### config.mk
export PLATFORM = sky130hd
export DESIGN_NAME = adc_pat
export DESIGN_NICKNAME = d
export VERILOG_FILES = /design/src/adc_pat_pkg.sv /design/src/adc_pat.sv
export SDC_FILE = /design/constraint.sdc
export NUM_CORES = 1
export LEC_CHECK = 0
export ABC_AREA = 1
export BUFFER_PORTS_ARGS = -buffer_cell sky130_fd_sc_hd__buf_2
export CORE_MARGIN = 1
export CORE_UTILIZATION = 45
export CTS_CLUSTER_DIAMETER = 80
export DETAILED_ROUTE_END_ITERATION = 8
export PLACE_DENSITY = 0.72
export SYNTH_ARGS = -nofsm -noshare
export SYNTH_HDL_FRONTEND = slang
export SYNTH_HIERARCHICAL = 1
export SYNTH_SLANG_ARGS = --single-unit
### constraint.sdc
create_clock -name MCLK -period 5.12 [get_ports MCLK]
set_clock_uncertainty 0.15 [all_clocks]
set_input_delay 0.512 -clock MCLK [delete_from_list [all_inputs] [get_ports MCLK]]
set_output_delay 0.512 -clock MCLK [all_outputs]
set_load 0.02 [all_outputs]
### src/adc_pat_pkg.sv
// Constants and types for the converter output test-pattern block
// Operation
// - Pattern enable low gives normal data
// - Soft reset restores defaults, then self-clears
// - Overrange flag may replace output bit 0
// - Align bit locks all channel generators together
// - Format bit picks twos complement or offset
// - Four-bit selector per channel, two per register
// - Codes zero, one, two: normal, zeros, ones
// - Code three toggles AAA and 555 words
// - Code four ramps one code per sample
// - First pair codes for custom, deskew, PRBS, sine
// - Second pair uses shifted custom/deskew/PRBS/sine codes
// - Custom code outputs the programmed custom word
// - Sine code repeats the eight fixed samples
// - Custom word split over two registers
package adc_pat_pkg;

   localparam int CH_COUNT = 4;
   localparam int SAMPLE_W = 12;
   localparam int SEL_W = 4;
   localparam int FIFO_DEPTH = 8;

   // Register indices, byte address is index shifted by ADDR_SHIFT
   localparam logic [5:0] IDX_CTRL = 6'h06;
   localparam logic [5:0] IDX_OVR = 6'h07;
   localparam logic [5:0] IDX_FMT = 6'h09;
   localparam logic [5:0] IDX_SEL_AB = 6'h0A;
   localparam logic [5:0] IDX_SEL_CD = 6'h0B;
   localparam logic [5:0] IDX_CUST_HI = 6'h0E;
   localparam logic [5:0] IDX_CUST_LO = 6'h0F;
   localparam int ADDR_SHIFT = 2;

   // Field positions
   localparam int BIT_SRST = 0;
   localparam int BIT_PAT_EN = 1;
   localparam int BIT_OVR_LSB = 0;
   localparam int BIT_FORMAT = 0;
   localparam int BIT_ALIGN = 1;
   localparam int SEL_HI_LSB = 4;
   localparam int CUST_LO_LSB = 4;
   localparam int CUST_LO_W = 4;
   localparam int SAMPLE_MSB = 11;

   // Selector codes
   localparam logic [3:0] SEL_NORMAL = 4'h0;
   localparam logic [3:0] SEL_ZEROS = 4'h1;
   localparam logic [3:0] SEL_ONES = 4'h2;
   localparam logic [3:0] SEL_TOGGLE = 4'h3;
   localparam logic [3:0] SEL_RAMP = 4'h4;
   localparam logic [3:0] SEL_AB_CUSTOM = 4'h5;
   localparam logic [3:0] SEL_AB_DESKEW = 4'h6;
   localparam logic [3:0] SEL_AB_PRBS = 4'h8;
   localparam logic [3:0] SEL_AB_SINE = 4'h9;
   localparam logic [3:0] SEL_CD_CUSTOM = 4'h6;
   localparam logic [3:0] SEL_CD_DESKEW = 4'h8;
   localparam logic [3:0] SEL_CD_PRBS = 4'hA;
   localparam logic [3:0] SEL_CD_SINE = 4'hB;

   // Pattern words
   localparam logic [11:0] WORD_ZEROS = 12'h000;
   localparam logic [11:0] WORD_ONES = 12'hFFF;
   localparam logic [11:0] WORD_DESKEW = 12'hAAA;
   localparam logic [11:0] TOGGLE_FIRST = 12'hAAA;
   localparam logic [11:0] TOGGLE_SECOND = 12'h555;
   localparam logic [11:0] SINE_0 = 12'h000;
   localparam logic [11:0] SINE_1 = 12'h257;
   localparam logic [11:0] SINE_2 = 12'h800;
   localparam logic [11:0] SINE_3 = 12'hDA8;
   localparam logic [11:0] SINE_4 = 12'hFFF;

   // PRBS generator, x^15 + x^14 + 1
   localparam int PRBS_W = 15;
   localparam int PRBS_TAP_A = 14;
   localparam int PRBS_TAP_B = 13;
   localparam logic [14:0] PRBS_SEED = 15'h7FFF;

   typedef enum logic [3:0] {
      PAT_NORMAL, PAT_ZEROS, PAT_ONES, PAT_TOGGLE, PAT_RAMP,
      PAT_CUSTOM, PAT_DESKEW, PAT_PRBS, PAT_SINE
   } pat_kind_t;

   typedef struct packed {
      logic [11:0] ramp;
      logic toggle;
      logic [2:0] sine;
      logic [14:0] prbs;
   } gen_state_t;

   localparam gen_state_t GEN_INIT = '{ramp: 12'h000, toggle: 1'b0, sine: 3'h0,
                                       prbs: PRBS_SEED};

   typedef struct packed {
      logic overrange_flag;
      logic [3:0][11:0] ch;
   } sample_t;

   typedef struct packed {
      logic [3:0][11:0] ch;
   } out_word_t;

   typedef struct packed {
      logic pat_en;
      logic ovr_lsb;
      logic align;
      logic fmt;
      logic [3:0][3:0] sel;
      logic [11:0] custom;
   } cfg_t;

   localparam cfg_t CFG_DEFAULT = '0;

endpackage

### src/adc_pat.sv
// Output FIFO and register bank with per-channel test-pattern generators
`timescale 1ns/1ps

////////////////////////////////////////////////////////////////////////////////
// Output FIFO
module adc_pat_fifo #(
   parameter int WIDTH = 48,
   parameter int DEPTH = 8
) (
   // Clock and reset
   input wire logic clk,
   input wire logic nrst,
   // Fill side
   input wire logic in_valid,
   input wire logic [WIDTH-1:0] in_data,
   output logic in_ready,
   // Drain side
   output logic out_valid,
   output logic [WIDTH-1:0] out_data,
   input wire logic out_ready
);
   localparam int AW = $clog2(DEPTH);

   logic [WIDTH-1:0] mem [DEPTH];
   logic [AW:0] wr_ptr;
   logic [AW:0] rd_ptr;
   logic push;
   logic pop;

   assign in_ready = (wr_ptr[AW] == rd_ptr[AW]) || (wr_ptr[AW-1:0] != rd_ptr[AW-1:0]);
   assign out_valid = wr_ptr != rd_ptr;
   assign out_data = mem[rd_ptr[AW-1:0]];
   assign push = in_valid && in_ready;
   assign pop = out_valid && out_ready;

   always_ff @(posedge clk) begin
      if (push) begin
         mem[wr_ptr[AW-1:0]] <= in_data;
      end
   end

   always_ff @(posedge clk) begin
      if (!nrst) begin
         wr_ptr <= '0;
      end else if (push) begin
         wr_ptr <= wr_ptr + 1'b1;
      end
   end

   always_ff @(posedge clk) begin
      if (!nrst) begin
         rd_ptr <= '0;
      end else if (pop) begin
         rd_ptr <= rd_ptr + 1'b1;
      end
   end
endmodule

////////////////////////////////////////////////////////////////////////////////
// Top: APB register bank and pattern generation
module adc_pat #(
   parameter int DEPTH = adc_pat_pkg::FIFO_DEPTH
) (
   // Clock and reset
   input wire logic MCLK,
   input wire logic NRST,
   // APB slave
   input wire logic PSEL,
   input wire logic PENABLE,
   input wire logic PWRITE,
   input wire logic [7:0] PADDR,
   input wire logic [31:0] PWDATA,
   output logic [31:0] PRDATA,
   output logic PREADY,
   output logic PSLVERR,
   // Converter samples
   input wire logic SAMPLE_VALID,
   input wire adc_pat_pkg::sample_t SAMPLE_IN,
   output logic SAMPLE_READY,
   // Output words
   output logic OUT_VALID,
   output adc_pat_pkg::out_word_t OUT_WORD,
   input wire logic OUT_READY
);

   ////////////////////////////////////////////////////////////////////////////
   // Functions

   // Selector decode, second pair uses its own code map
   function automatic adc_pat_pkg::pat_kind_t decode_sel(input logic [3:0] sel,
                                                         input logic second_pair);
      adc_pat_pkg::pat_kind_t kind;
      kind = adc_pat_pkg::PAT_NORMAL;
      if (sel == adc_pat_pkg::SEL_ZEROS) begin
         kind = adc_pat_pkg::PAT_ZEROS;
      end else if (sel == adc_pat_pkg::SEL_ONES) begin
         kind = adc_pat_pkg::PAT_ONES;
      end else if (sel == adc_pat_pkg::SEL_TOGGLE) begin
         kind = adc_pat_pkg::PAT_TOGGLE;
      end else if (sel == adc_pat_pkg::SEL_RAMP) begin
         kind = adc_pat_pkg::PAT_RAMP;
      end else if (!second_pair) begin
         if (sel == adc_pat_pkg::SEL_AB_CUSTOM) begin
            kind = adc_pat_pkg::PAT_CUSTOM;
         end else if (sel == adc_pat_pkg::SEL_AB_DESKEW) begin
            kind = adc_pat_pkg::PAT_DESKEW;
         end else if (sel == adc_pat_pkg::SEL_AB_PRBS) begin
            kind = adc_pat_pkg::PAT_PRBS;
         end else if (sel == adc_pat_pkg::SEL_AB_SINE) begin
            kind = adc_pat_pkg::PAT_SINE;
         end
      end else begin
         if (sel == adc_pat_pkg::SEL_CD_CUSTOM) begin
            kind = adc_pat_pkg::PAT_CUSTOM;
         end else if (sel == adc_pat_pkg::SEL_CD_DESKEW) begin
            kind = adc_pat_pkg::PAT_DESKEW;
         end else if (sel == adc_pat_pkg::SEL_CD_PRBS) begin
            kind = adc_pat_pkg::PAT_PRBS;
         end else if (sel == adc_pat_pkg::SEL_CD_SINE) begin
            kind = adc_pat_pkg::PAT_SINE;
         end
      end
      // unlisted codes fall back to normal data
      return kind;
   endfunction

   function automatic logic [11:0] sine_word(input logic [2:0] idx);
      logic [11:0] w;
      w = adc_pat_pkg::SINE_0;
      unique case (idx)
         3'h0: w = adc_pat_pkg::SINE_0;
         3'h1: w = adc_pat_pkg::SINE_1;
         3'h2: w = adc_pat_pkg::SINE_2;
         3'h3: w = adc_pat_pkg::SINE_3;
         3'h4: w = adc_pat_pkg::SINE_4;
         3'h5: w = adc_pat_pkg::SINE_3;
         3'h6: w = adc_pat_pkg::SINE_2;
         3'h7: w = adc_pat_pkg::SINE_1;
      endcase
      return w;
   endfunction

   // Channels past the first half use the second selector register
   function automatic logic second_pair_ch(input int ch);
      return ch >= adc_pat_pkg::CH_COUNT / 2;
   endfunction

   // Advance one generator by one sample
   function automatic adc_pat_pkg::gen_state_t gen_step(input adc_pat_pkg::gen_state_t s);
      adc_pat_pkg::gen_state_t n;
      n = s;
      n.ramp = s.ramp + 12'h001;
      n.sine = s.sine + 3'h1;
      n.toggle = !s.toggle;
      n.prbs = {s.prbs[adc_pat_pkg::PRBS_W-2:0],
                s.prbs[adc_pat_pkg::PRBS_TAP_A] ^ s.prbs[adc_pat_pkg::PRBS_TAP_B]};
      return n;
   endfunction

   ////////////////////////////////////////////////////////////////////////////
   // Registers and APB decode

   adc_pat_pkg::cfg_t cfg;
   logic [5:0] idx;
   logic mapped;
   logic wr_access;
   logic soft_rst;
   logic ctrl_wr;
   logic ovr_wr;
   logic fmt_wr;
   logic sel_ab_wr;
   logic sel_cd_wr;
   logic cust_hi_wr;
   logic cust_lo_wr;
   logic [7:0] next_rdata;

   assign idx = PADDR[7:adc_pat_pkg::ADDR_SHIFT];
   assign mapped = (PADDR[adc_pat_pkg::ADDR_SHIFT-1:0] == 2'h0) &&
                   (idx == adc_pat_pkg::IDX_CTRL || idx == adc_pat_pkg::IDX_OVR ||
                    idx == adc_pat_pkg::IDX_FMT || idx == adc_pat_pkg::IDX_SEL_AB ||
                    idx == adc_pat_pkg::IDX_SEL_CD || idx == adc_pat_pkg::IDX_CUST_HI ||
                    idx == adc_pat_pkg::IDX_CUST_LO);
   assign wr_access = PSEL && PENABLE && PWRITE && mapped;
   // One write strobe per register
   assign ctrl_wr = wr_access && idx == adc_pat_pkg::IDX_CTRL;
   assign ovr_wr = wr_access && idx == adc_pat_pkg::IDX_OVR;
   assign fmt_wr = wr_access && idx == adc_pat_pkg::IDX_FMT;
   assign sel_ab_wr = wr_access && idx == adc_pat_pkg::IDX_SEL_AB;
   assign sel_cd_wr = wr_access && idx == adc_pat_pkg::IDX_SEL_CD;
   assign cust_hi_wr = wr_access && idx == adc_pat_pkg::IDX_CUST_HI;
   assign cust_lo_wr = wr_access && idx == adc_pat_pkg::IDX_CUST_LO;
   assign soft_rst = ctrl_wr && PWDATA[adc_pat_pkg::BIT_SRST];
   assign PREADY = 1'b1;

   // reserved bits are simply not stored
   always_ff @(posedge MCLK) begin
      if (!NRST || soft_rst) begin
         // defaults restored, reset bit never stored
         cfg <= adc_pat_pkg::CFG_DEFAULT;
      end else if (wr_access) begin
         if (ctrl_wr) begin
            cfg.pat_en <= PWDATA[adc_pat_pkg::BIT_PAT_EN];
         end
         if (ovr_wr) begin
            cfg.ovr_lsb <= PWDATA[adc_pat_pkg::BIT_OVR_LSB];
         end
         if (fmt_wr) begin
            cfg.align <= PWDATA[adc_pat_pkg::BIT_ALIGN];
            cfg.fmt <= PWDATA[adc_pat_pkg::BIT_FORMAT];
         end
         if (sel_ab_wr) begin
            cfg.sel[0] <= PWDATA[adc_pat_pkg::SEL_HI_LSB +: adc_pat_pkg::SEL_W];
            cfg.sel[1] <= PWDATA[0 +: adc_pat_pkg::SEL_W];
         end
         if (sel_cd_wr) begin
            cfg.sel[2] <= PWDATA[adc_pat_pkg::SEL_HI_LSB +: adc_pat_pkg::SEL_W];
            cfg.sel[3] <= PWDATA[0 +: adc_pat_pkg::SEL_W];
         end
         if (cust_hi_wr) begin
            cfg.custom[11:adc_pat_pkg::CUST_LO_W] <= PWDATA[7:0];
         end
         if (cust_lo_wr) begin
            cfg.custom[adc_pat_pkg::CUST_LO_W-1:0] <=
               PWDATA[adc_pat_pkg::CUST_LO_LSB +: adc_pat_pkg::CUST_LO_W];
         end
      end
   end

   // Read mux, reserved bits read zero
   always_comb begin
      next_rdata = 8'h00;
      if (idx == adc_pat_pkg::IDX_CTRL) begin
         next_rdata[adc_pat_pkg::BIT_PAT_EN] = cfg.pat_en;
      end else if (idx == adc_pat_pkg::IDX_OVR) begin
         next_rdata[adc_pat_pkg::BIT_OVR_LSB] = cfg.ovr_lsb;
      end else if (idx == adc_pat_pkg::IDX_FMT) begin
         next_rdata[adc_pat_pkg::BIT_ALIGN] = cfg.align;
         next_rdata[adc_pat_pkg::BIT_FORMAT] = cfg.fmt;
      end else if (idx == adc_pat_pkg::IDX_SEL_AB) begin
         next_rdata = {cfg.sel[0], cfg.sel[1]};
      end else if (idx == adc_pat_pkg::IDX_SEL_CD) begin
         next_rdata = {cfg.sel[2], cfg.sel[3]};
      end else if (idx == adc_pat_pkg::IDX_CUST_HI) begin
         next_rdata = cfg.custom[11:adc_pat_pkg::CUST_LO_W];
      end else if (idx == adc_pat_pkg::IDX_CUST_LO) begin
         next_rdata = {cfg.custom[adc_pat_pkg::CUST_LO_W-1:0], 4'h0};
      end
   end

   // Read data captured in the setup cycle, refused reads give zero
   always_ff @(posedge MCLK) begin
      if (!NRST) begin
         PRDATA <= 32'h00000000;
      end else if (PSEL && !PENABLE) begin
         PRDATA <= {24'h000000, mapped ? next_rdata : 8'h00};
      end
   end

   // Refusal flag captured in the setup cycle
   always_ff @(posedge MCLK) begin
      if (!NRST) begin
         PSLVERR <= 1'b0;
      end else if (PSEL && !PENABLE) begin
         PSLVERR <= !mapped;
      end
   end

   ////////////////////////////////////////////////////////////////////////////
   // Pattern generators, one per channel and one shared for alignment

   adc_pat_pkg::gen_state_t gen [adc_pat_pkg::CH_COUNT];
   adc_pat_pkg::gen_state_t shared_gen;
   adc_pat_pkg::out_word_t next_word;
   logic accept;

   assign accept = SAMPLE_VALID && SAMPLE_READY;

   // free-running channels restart on selector write
   always_ff @(posedge MCLK) begin
      if (!NRST || soft_rst) begin
         for (int i = 0; i < adc_pat_pkg::CH_COUNT; i++) begin
            gen[i] <= adc_pat_pkg::GEN_INIT;
         end
      end else begin
         for (int i = 0; i < adc_pat_pkg::CH_COUNT; i++) begin
            if (second_pair_ch(i) ? sel_cd_wr : sel_ab_wr) begin
               gen[i] <= adc_pat_pkg::GEN_INIT;
            end else if (accept) begin
               gen[i] <= gen_step(gen[i]);
            end
         end
      end
   end

   always_ff @(posedge MCLK) begin
      if (!NRST || soft_rst) begin
         shared_gen <= adc_pat_pkg::GEN_INIT;
      end else if (accept) begin
         shared_gen <= gen_step(shared_gen);
      end
   end

   always_comb begin
      adc_pat_pkg::gen_state_t s;
      adc_pat_pkg::pat_kind_t kind;
      logic [11:0] w;
      s = adc_pat_pkg::GEN_INIT;
      kind = adc_pat_pkg::PAT_NORMAL;
      w = adc_pat_pkg::WORD_ZEROS;
      next_word = '0;
      for (int i = 0; i < adc_pat_pkg::CH_COUNT; i++) begin
         s = cfg.align ? shared_gen : gen[i];
         // selectors act only with pattern enable
         kind = cfg.pat_en ? decode_sel(cfg.sel[i], second_pair_ch(i)) :
                             adc_pat_pkg::PAT_NORMAL;
         w = SAMPLE_IN.ch[i];
         // offset binary flips the sign bit
         if (cfg.fmt) begin
            w[adc_pat_pkg::SAMPLE_MSB] = !w[adc_pat_pkg::SAMPLE_MSB];
         end
         if (cfg.ovr_lsb) begin
            w[0] = SAMPLE_IN.overrange_flag;
         end
         unique case (kind)
            adc_pat_pkg::PAT_NORMAL: next_word.ch[i] = w;
            adc_pat_pkg::PAT_ZEROS: next_word.ch[i] = adc_pat_pkg::WORD_ZEROS;
            adc_pat_pkg::PAT_ONES: next_word.ch[i] = adc_pat_pkg::WORD_ONES;
            adc_pat_pkg::PAT_TOGGLE: next_word.ch[i] =
               s.toggle ? adc_pat_pkg::TOGGLE_SECOND : adc_pat_pkg::TOGGLE_FIRST;
            adc_pat_pkg::PAT_RAMP: next_word.ch[i] = s.ramp;
            adc_pat_pkg::PAT_CUSTOM: next_word.ch[i] = cfg.custom;
            adc_pat_pkg::PAT_DESKEW: next_word.ch[i] = adc_pat_pkg::WORD_DESKEW;
            adc_pat_pkg::PAT_PRBS: next_word.ch[i] = s.prbs[11:0];
            adc_pat_pkg::PAT_SINE: next_word.ch[i] = sine_word(s.sine);
            default: next_word.ch[i] = w;
         endcase
      end
   end

   ////////////////////////////////////////////////////////////////////////////
   // Output buffering

   adc_pat_fifo #(
      .WIDTH($bits(adc_pat_pkg::out_word_t)),
      .DEPTH(DEPTH)
   ) u_fifo (
      .clk(MCLK),
      .nrst(NRST),
      .in_valid(SAMPLE_VALID),
      .in_data(next_word),
      .in_ready(SAMPLE_READY),
      .out_valid(OUT_VALID),
      .out_data(OUT_WORD),
      .out_ready(OUT_READY)
   );

endmodule

==> results of run 1 <==
==> placed cells by master (no fill, tap or decap), drive strengths merged, types with 27 or more instances in the layout <==
cell    count
o21ai     392
clkbuf     74
buf       172
a21oi      66
nor2      565
xor2       47
nand3     162
nand2     686
inv       223
clkinv     27
edfxtp    508
nand4     103
dfxtp      83
==> power by group through the flow <==
stage | combinational (mW) | sequential, mW | clock (mW)
5_1_grt | 1.44 | 5.46 | 4.52
6_report | 1.29 | 5.45 | 4.30
2_1_floorplan | 0.951 | 5.51 | 0
3_5_place_dp | 1.29 | 5.55 | 0
3_3_place_gp | 1.27 | 5.54 | 0
4_1_cts | 1.29 | 5.44 | 4.35
==> flip-flops by register name, summed over array words and instances (netlist names), named ones only <==
name / flops
PSLVERR: 1
gen: 124
u_fifo/rd_ptr: 4
PRDATA: 8
cfg: 32
shared_gen: 31
u_fifo/wr_ptr: 4
u_fifo/mem: 384
==> critical path: stages (launching register included) <==
cell	delay (ns)
sky130_fd_sc_hd__dfxtp_1	0.57
sky130_fd_sc_hd__inv_1	0.14
sky130_fd_sc_hd__nand2_1	0.09
sky130_fd_sc_hd__nand3_1	0.09
sky130_fd_sc_hd__nand2_1	0.13
sky130_fd_sc_hd__clkinv_1	0.56
sky130_fd_sc_hd__nor3_1	1.15
sky130_fd_sc_hd__nor2_1	0.12
sky130_fd_sc_hd__nand3_1	0.43
==> final cells by class <==
| class | count | area [um2] |
|---|---|---|
| Fill cell | 5740 | 30400 |
| Sequential cell | 591 | 16900 |
| Multi-Input combinational cell | 2126 | 9760 |
| Clock buffer | 74 | 1590 |
| Tap cell | 837 | 1050 |
| Timing Repair Buffer | 172 | 991 |
| Inverter | 224 | 846 |
| Clock inverter | 33 | 334 |
| Antenna cell | 3 | 7.51 |
==> worst max path at each step <==
stage | to | slack [ns] | cells after the start
after global routing | u_fifo/mem[3][0] | 1.09 | 8
after floorplan | gen[0][0] | 1.13 | 10
after global placement | u_fifo/mem[3][6] | 1.63 | 8
after detailed placement | u_fifo/mem[2][0] | 1.57 | 8
after CTS | u_fifo/mem[5][0] | 1.56 | 8
final | u_fifo/mem[5][0] | 1.41 | 8
==> routing by layer <==
| metal | vias to the layer above | routed length [um] | track usage (%) |
|---|---|---|---|
| met1 | 10332 | 32200 | 32.6 |
| li1 | 10530 | - | - |
| met5 | - | 0 | 0 |
| met3 | 141 | 6000 | 3.06 |
| met4 | 0 | 3100 | 9.92 |
| met2 | 873 | 35300 | 38.2 |
==> logic make-up after synthesis <==
group           synth area share, %
compound gates                 8.62
buf+inv                        6.44
fa+ha+maj                     0.883
other cells                  0.0265
flops                          59.7
simple gates                   22.3
xor+xnor                       2.01
==> impl_summary.txt, run 1 <==
----------------------------------------------------
[Outcome]
  Run status ... finished clean

[Clock tree]
  Clock network latency to the later pin of the worst-skew pair ... 0.63 ns
  Number of H-tree levels ... 2
  Clock tree from TritonCTS ... yes
  Number of buffers inserted for hold repair after clock tree synthesis ... 0
  Total clock buffers created by CTS ... 59
  Root Driver ... sky130_fd_sc_hd__clkbuf_16
  CTS-repair resized insts ... 0
  Clock sinks ... 591
  Clock slew at the register clock pins of the worst setup and hold paths ... around 0.07 ns
  Buffers inserted during post-CTS setup optimization ... 0
  Clock Path Buffers ... 3

[Critical path]
  Source of the critical timing path ... cfg[13]
  Element type at the critical path start ... flip-flop
  Worst EP arrival ... 3.91 ns
  Type of the setup path with the least slack ... reg -> reg
  Worst R2R Setup Slack ... 1.41 ns
  Crit. End Element ... flip-flop
  Reg-to-reg critical path endpoint ... u_fifo/mem[5][0]
  Biggest fanout along the worst timing path ... 25
  Source of the worst register-to-register timing path ... cfg[13]
  Required time at the endpoint of the critical path ... 5.32 ns
  Depth of the most critical reg-to-reg path ... 8

[Placement]
  Cells after DPL ... 3950
  Half-perimeter wire length of the detailed placement result ... 50.8 mm
  Worst slack, placed ... about 1.6 ns
  Post-place instance area ... 29600 um2
  Weighted congestion reported at the end of routability-driven placement ... roughly 0.95
  Port-buffer cells ... 130

[STA]
  Final critical-path share of the clock period ... 72.5%
  Number of endpoints failing setup at the final stage ... 0
  Post-route minimum period ... ~3.7 ns
  Setup_tns ... 0 ns
  Worst-margin pin slew ... 1.25 ns
  Rel. slew slack ... roughly 16%
  Fin. max-slew vios ... 0
  Worst-case hold slack ... 0.0482 ns
  Peak clock frequency supported by timing ... between 0.2 and 0.3 GHz
  Final worst setup slack ... 1.41 ns
  Count of endpoints failing hold in the final timing report ... 0
  Setup repair after global routing missed its margin ... no

[Yosys]
  Mean cell area of the mapped netlist ... a little over 9 um2
  Cell type with the largest total area after synthesis ... sky130_fd_sc_hd__edfxtp_1
  Post-synthesis instance area ... 28300 um2
  Sequential area share after synthesis ... 59.7%
  Number of enable-type register cells in the synthesized netlist ... 508
  Flip-flop cell with the highest count after synthesis ... sky130_fd_sc_hd__edfxtp_1
  Synth async-reset ratio ... 0%
  Most numerous cell in the Yosys netlist ... sky130_fd_sc_hd__nand2_1
  Ranking of synthesized cells by instance count ... sky130_fd_sc_hd__nand2_1, sky130_fd_sc_hd__nor2_1, sky130_fd_sc_hd__edfxtp_1
  Number of instances in the synthesized netlist ... about 3.1k
  Fraction of synthesized cell area taken by the top area cell type ... 53.8%
  Count of state elements after synthesis ... 591
  Total of warnings raised by yosys ... 6
  Most area-consuming cells after synthesis ... sky130_fd_sc_hd__edfxtp_1, sky130_fd_sc_hd__nand2_1, sky130_fd_sc_hd__nor2_1
  Post-synthesis cell type count ... 42

[Route]
  Remaining design rule violation count ... 0
  Remaining antenna violation count ... 0
  Number of vias in the routed layout ... 21.9k
  Total Routed Length ... around 77 mm
  Average wire per standard cell ... 18.9 um
  Number of vias per cell after detailed routing ... around 5.4
  Initial detailed-routing violation count ... 2351
  Detailed Routing Iterations Pass 1 ... 5

[Floorplan]
  Initial Util ... 45.8%
  Cell Rows ... 91
  Vertical extent of the die ... 253 um
  Core ar. ... 61900 um2
  Ports ... 180
  Horizontal extent of the die ... 253 um
  Full die area ... 64000 um2

[Pwr]
  Flop pwr share ... 49.3%
  Sw Ratio ... 25.8%
  Lkg Pwr ... roughly 12 nW
  Clock share of power ... 39.0%
  Power density cells ... roughly 350 nW/um2
  Total power ... 11.0 mW
  Switching power ... around 2.8 mW
  Portion of total power attributed to combinational logic ... between 10% and 20%
  VDD IR-drop max ... 269 uV
  Pint ... 8.19 mW

[Final layout]
  Share of layout cells above drive strength 1 ... just over 9%
  Area added between synthesis and finish ... 11.1%
  Post-layout net count ... approximately 3.3k
  Post-route cell area ... 31500 um2
  Final Core Density ... 50.9%
  Non-filler instance count after layout ... 4060

[Worst hold path]
  Hold Crit Class ... in -> reg
  Count of cells along the worst hold path ... 3
  Worst Hold Path EP ... cfg[23]
  Worst Hold Launch ... PWDATA[7]

[GRT]
  Total routing resource utilization after global routing ... 23.8%
  First-pass GRT wire length ... 116 mm
  Number of global-route vias before repair ... 20.1k
  Antenna violations before repair ... 1
  Gr ovfl total ... 0
  Maximum number of pins on one net before global-route repair ... 192

[Job]
  # Max-Cap Violations ... 0

----------------------------------------------------
Note: power is estimated with default switching activity, not from simulation.
==> run 2: changes to the inputs <==
--- a/config.mk
+++ b/config.mk
@@ -11,7 +11,7 @@
 export CORE_UTILIZATION = 45
 export CTS_CLUSTER_DIAMETER = 80
 export DETAILED_ROUTE_END_ITERATION = 8
-export PLACE_DENSITY = 0.72
+export PLACE_DENSITY = 0.74
 export SYNTH_ARGS = -nofsm -noshare
 export SYNTH_HDL_FRONTEND = slang
 export SYNTH_HIERARCHICAL = 1
==> constraint.sdc (replaced) <==
create_clock -name MCLK -period 3.33 [get_ports MCLK]
set_clock_uncertainty 0.15 [all_clocks]
set_input_delay 0.333 -clock MCLK [delete_from_list [all_inputs] [get_ports MCLK]]
set_output_delay 0.333 -clock MCLK [all_outputs]
set_load 0.02 [all_outputs]
==> run 2 against run 1 <==
Worst hold slack worse by 0.0059 ns. Die area is the same. Design area grew 1.5%. Sequential power rose by 53%. Total power increased by 52%. Non-clock buffer count up 46. Critical path type is now reg -> out.
==> impl_summary.txt, run 2 (synthesized netlist as in run 1, its figures left out) <==
----------------------------------------------------
[Placement]
  Cells after DPL ... 3982 (+0.81%)
  Weighted congestion reported at the end of routability-driven placement ... 0.985 (+3.3%)
  Post-place instance area ... 30000 um2 (+1.4%)
  Port-buffer cells ... 130 (unchanged)
  Half-perimeter wire length of the detailed placement result ... 51.7 mm (+1.7%)
  Worst slack, placed ... 0.400 ns (-1.17 ns)

[Route]
  Initial detailed-routing violation count ... 2380 (+1.2%)
  Total Routed Length ... 77.0 mm (+0.52%)
  Average wire per standard cell ... 18.8 um (-0.51%)
  Remaining design rule violation count ... 0 (unchanged)
  Number of vias in the routed layout ... 22.0k (+0.57%)
  Number of vias per cell after detailed routing ... 5.36 (-0.46%)
  WL met3 ... 6.65 mm (+11%)
  Uppermost routed layer ... met4
  Detailed Routing Iterations Pass 1 ... 8 (+3)
  Routed length on met1 ... 31.8 mm (-1.1%)
  Remaining antenna violation count ... 0 (unchanged)
  Met2 Wirelength ... 35.4 mm (+0.14%)

[Outcome]
  Run status ... finished clean

[Final layout]
  Post-layout net count ... 3334 (+1.3%)
  Commonest non-fill, non-tap cell in the layout ... sky130_fd_sc_hd__nand2_1
  # diodes ... 0 (-3)
  Non-filler instance count after layout ... 4102 (+1.0%)
  Post-route cell area ... 32000 um2 (+1.5%)
  Max reg flops ... 384 (unchanged)
  Footprint of the multi-input gates ... 9760 um2 (unchanged)
  Most used cells in the layout excluding fill and tap cells ... sky130_fd_sc_hd__nand2_1, sky130_fd_sc_hd__nor2_1, sky130_fd_sc_hd__edfxtp_1
  Fill cell instance count of the final layout ... 5513 (-4.0%)
  Share of layout cells above drive strength 1 ... 9.98% (+0.70 points)
  Area added between synthesis and finish ... 12.8%
  FF/Latch Area ... 16900 um2 (unchanged)

[Critical path]
  Type of the setup path with the least slack ... reg -> out
  Crit. End Element ... output port
  Required time at the endpoint of the critical path ... 2.85 ns (-2.47 ns)
  Element type at the critical path start ... flip-flop
  Worst EP arrival ... 2.56 ns (-1.35 ns)
  Biggest fanout along the worst timing path ... 69 (+180%)
  Worst R2R Setup Slack ... 0.35 ns (-1.06 ns)

[Clock tree]
  Clock tree from TritonCTS ... yes
  Buffers inserted during post-CTS setup optimization ... 0 (unchanged)
  Clock slew at the register clock pins of the worst setup and hold paths ... 0.06 ns (about the same)
  Number of H-tree levels ... 2 (unchanged)
  Total clock buffers created by CTS ... 57 (-3.4%)
  Clock network latency to the later pin of the worst-skew pair ... 0.64 ns (about the same)
  Clock sinks ... 591 (unchanged)
  Clock Path Buffers ... 3 (unchanged)
  Root Driver ... sky130_fd_sc_hd__clkbuf_16

[STA]
  Final worst setup slack ... 0.291 ns (-1.12 ns)
  Count of endpoints failing hold in the final timing report ... 0 (unchanged)
  Fin. max-slew vios ... 0 (unchanged)
  Worst-margin pin slew ... 0.825 ns (-0.428 ns)
  Rel. slew slack ... 44.8% (+29 points)
  Final critical-path share of the clock period ... 91.3%
  Post-route minimum period ... 3.04 ns
  Number of endpoints failing setup at the final stage ... 0 (unchanged)
  Setup repair after global routing missed its margin ... no
  Worst-case hold slack ... 0.0423 ns (-0.00589 ns)
  Peak clock frequency supported by timing ... 0.329 GHz

[Job]
  # Max-Cap Violations ... 0 (unchanged)

[Pwr]
  Portion of total power attributed to combinational logic ... 12.2% (+0.5 points)
  Total power ... 16.8 mW (+52%)
  Switching power ... 4.37 mW (+54%)
  Power density cells ... 524 nW/um2 (+50%)
  Clock share of power ... 37.9% (-1.1 points)
  Sw Ratio ... 26.1% (+0.30 points)
  VDD IR-drop max ... 419 uV (+56%)
  Lkg Pwr ... 12.7 nW (+1.7%)
  Flop pwr share ... 49.9% (+0.6 points)
  Pint ... 12.4 mW (+51%)

[Floorplan]
  Cell Rows ... 91 (unchanged)
  Core ar. ... 61900 um2 (unchanged)
  Horizontal extent of the die ... 253 um (unchanged)
  Ports ... 180 (unchanged)
  Full die area ... 64000 um2 (unchanged)
  Vertical extent of the die ... 253 um (unchanged)
  Initial Util ... 45.8% (unchanged)

[GRT]
  Antenna violations before repair ... 0 (-1)
  First-pass GRT wire length ... 116 mm (+0.27%)
  Gr ovfl total ... 0 (unchanged)
  Number of global-route vias before repair ... 20.1k (+0.20%)
  Maximum number of pins on one net before global-route repair ... 104 (-46%)
  Total routing resource utilization after global routing ... 24.0% (+0.19 points)

[Worst hold path]
  Hold Crit Class ... in -> reg

----------------------------------------------------
[run 2: cell types whose count changed in the layout (fill, tap and decap cells not counted), sizes merged]
cell | before | now
bufinv | 5 | 4
dlygate4sd3 | 0 | 14
buf | 172 | 204
diode | 3 | 0
clkinv | 27 | 29
clkbuf | 74 | 68
clkinvlp | 2 | 6
[run 2: worst max-delay path, stage by stage (launching register included)]
cell and delay, ns:
sky130_fd_sc_hd__dfxtp_4 0.56, sky130_fd_sc_hd__buf_4 0.60, sky130_fd_sc_hd__nor2_1 0.12, sky130_fd_sc_hd__nor2_1 0.12, sky130_fd_sc_hd__o21ai_1 0.07, sky130_fd_sc_hd__o21ai_1 0.08, sky130_fd_sc_hd__nand2_1 0.08, sky130_fd_sc_hd__nand2_1 0.10
sky130_fd_sc_hd__buf_2 0.16
[run 2: power groups by stage]
stage / Clock [mW] / Combinational, mW / Sequential [mW]
global route: 6.68 / 2.28 / 8.38
global placement: 0 / 2.00 / 8.51
CTS: 6.43 / 2.05 / 8.36
finish: 6.35 / 2.04 / 8.36
detailed placement: 0 / 2.03 / 8.52
floorplan: 0 / 1.46 / 8.46
[run 2: final cells by class]
cell class                 instances  area share (%)
tap                              837            3.27
timing repair buffer             218            4.83
multi-input combinational       2126            30.5
clock inverter                    38            1.19
inverter                         224            2.64
clock buffer                      68            4.65
sequential                       591            52.9
[run 2: per-layer routing]
metal / vias up / global-route usage, %
met3: 152 / 3.80
met5: - / 0
met4: 0 / 9.71
met1: 10284 / 32.7
li1: 10606 / -
met2: 958 / 38.3
[run 2: worst paths after layout]
kind	from	endpoint	depth (start not counted)
worst min-delay path	PENABLE	PRDATA[1]	5
worst min register to register	PRDATA[1]	PRDATA[1]	2
worst max-delay path	flip-flop	OUT_WORD[25]	8
worst max register to register	cfg[29]	u_fifo/mem[1][0]	11
[run 2: through the flow]
| stage | utilization (%) | TNS, ns |
|---|---|---|
| 2_1_floorplan | - | -57.20 |
| 3_3_place_gp | 48.4 | 0 |
| 3_5_place_dp | 48.4 | 0 |
| 4_1_cts | 51.6 | 0 |
| 5_1_grt | 51.6 | 0 |
| 6_report | 51.6 | 0 |
[run 2: repair_timing]
action,in CTS,in global routing
gates resized for setup,0,0
setup endpoints to repair,0,0
hold buffers,14,0
hold endpoints to repair,48,0
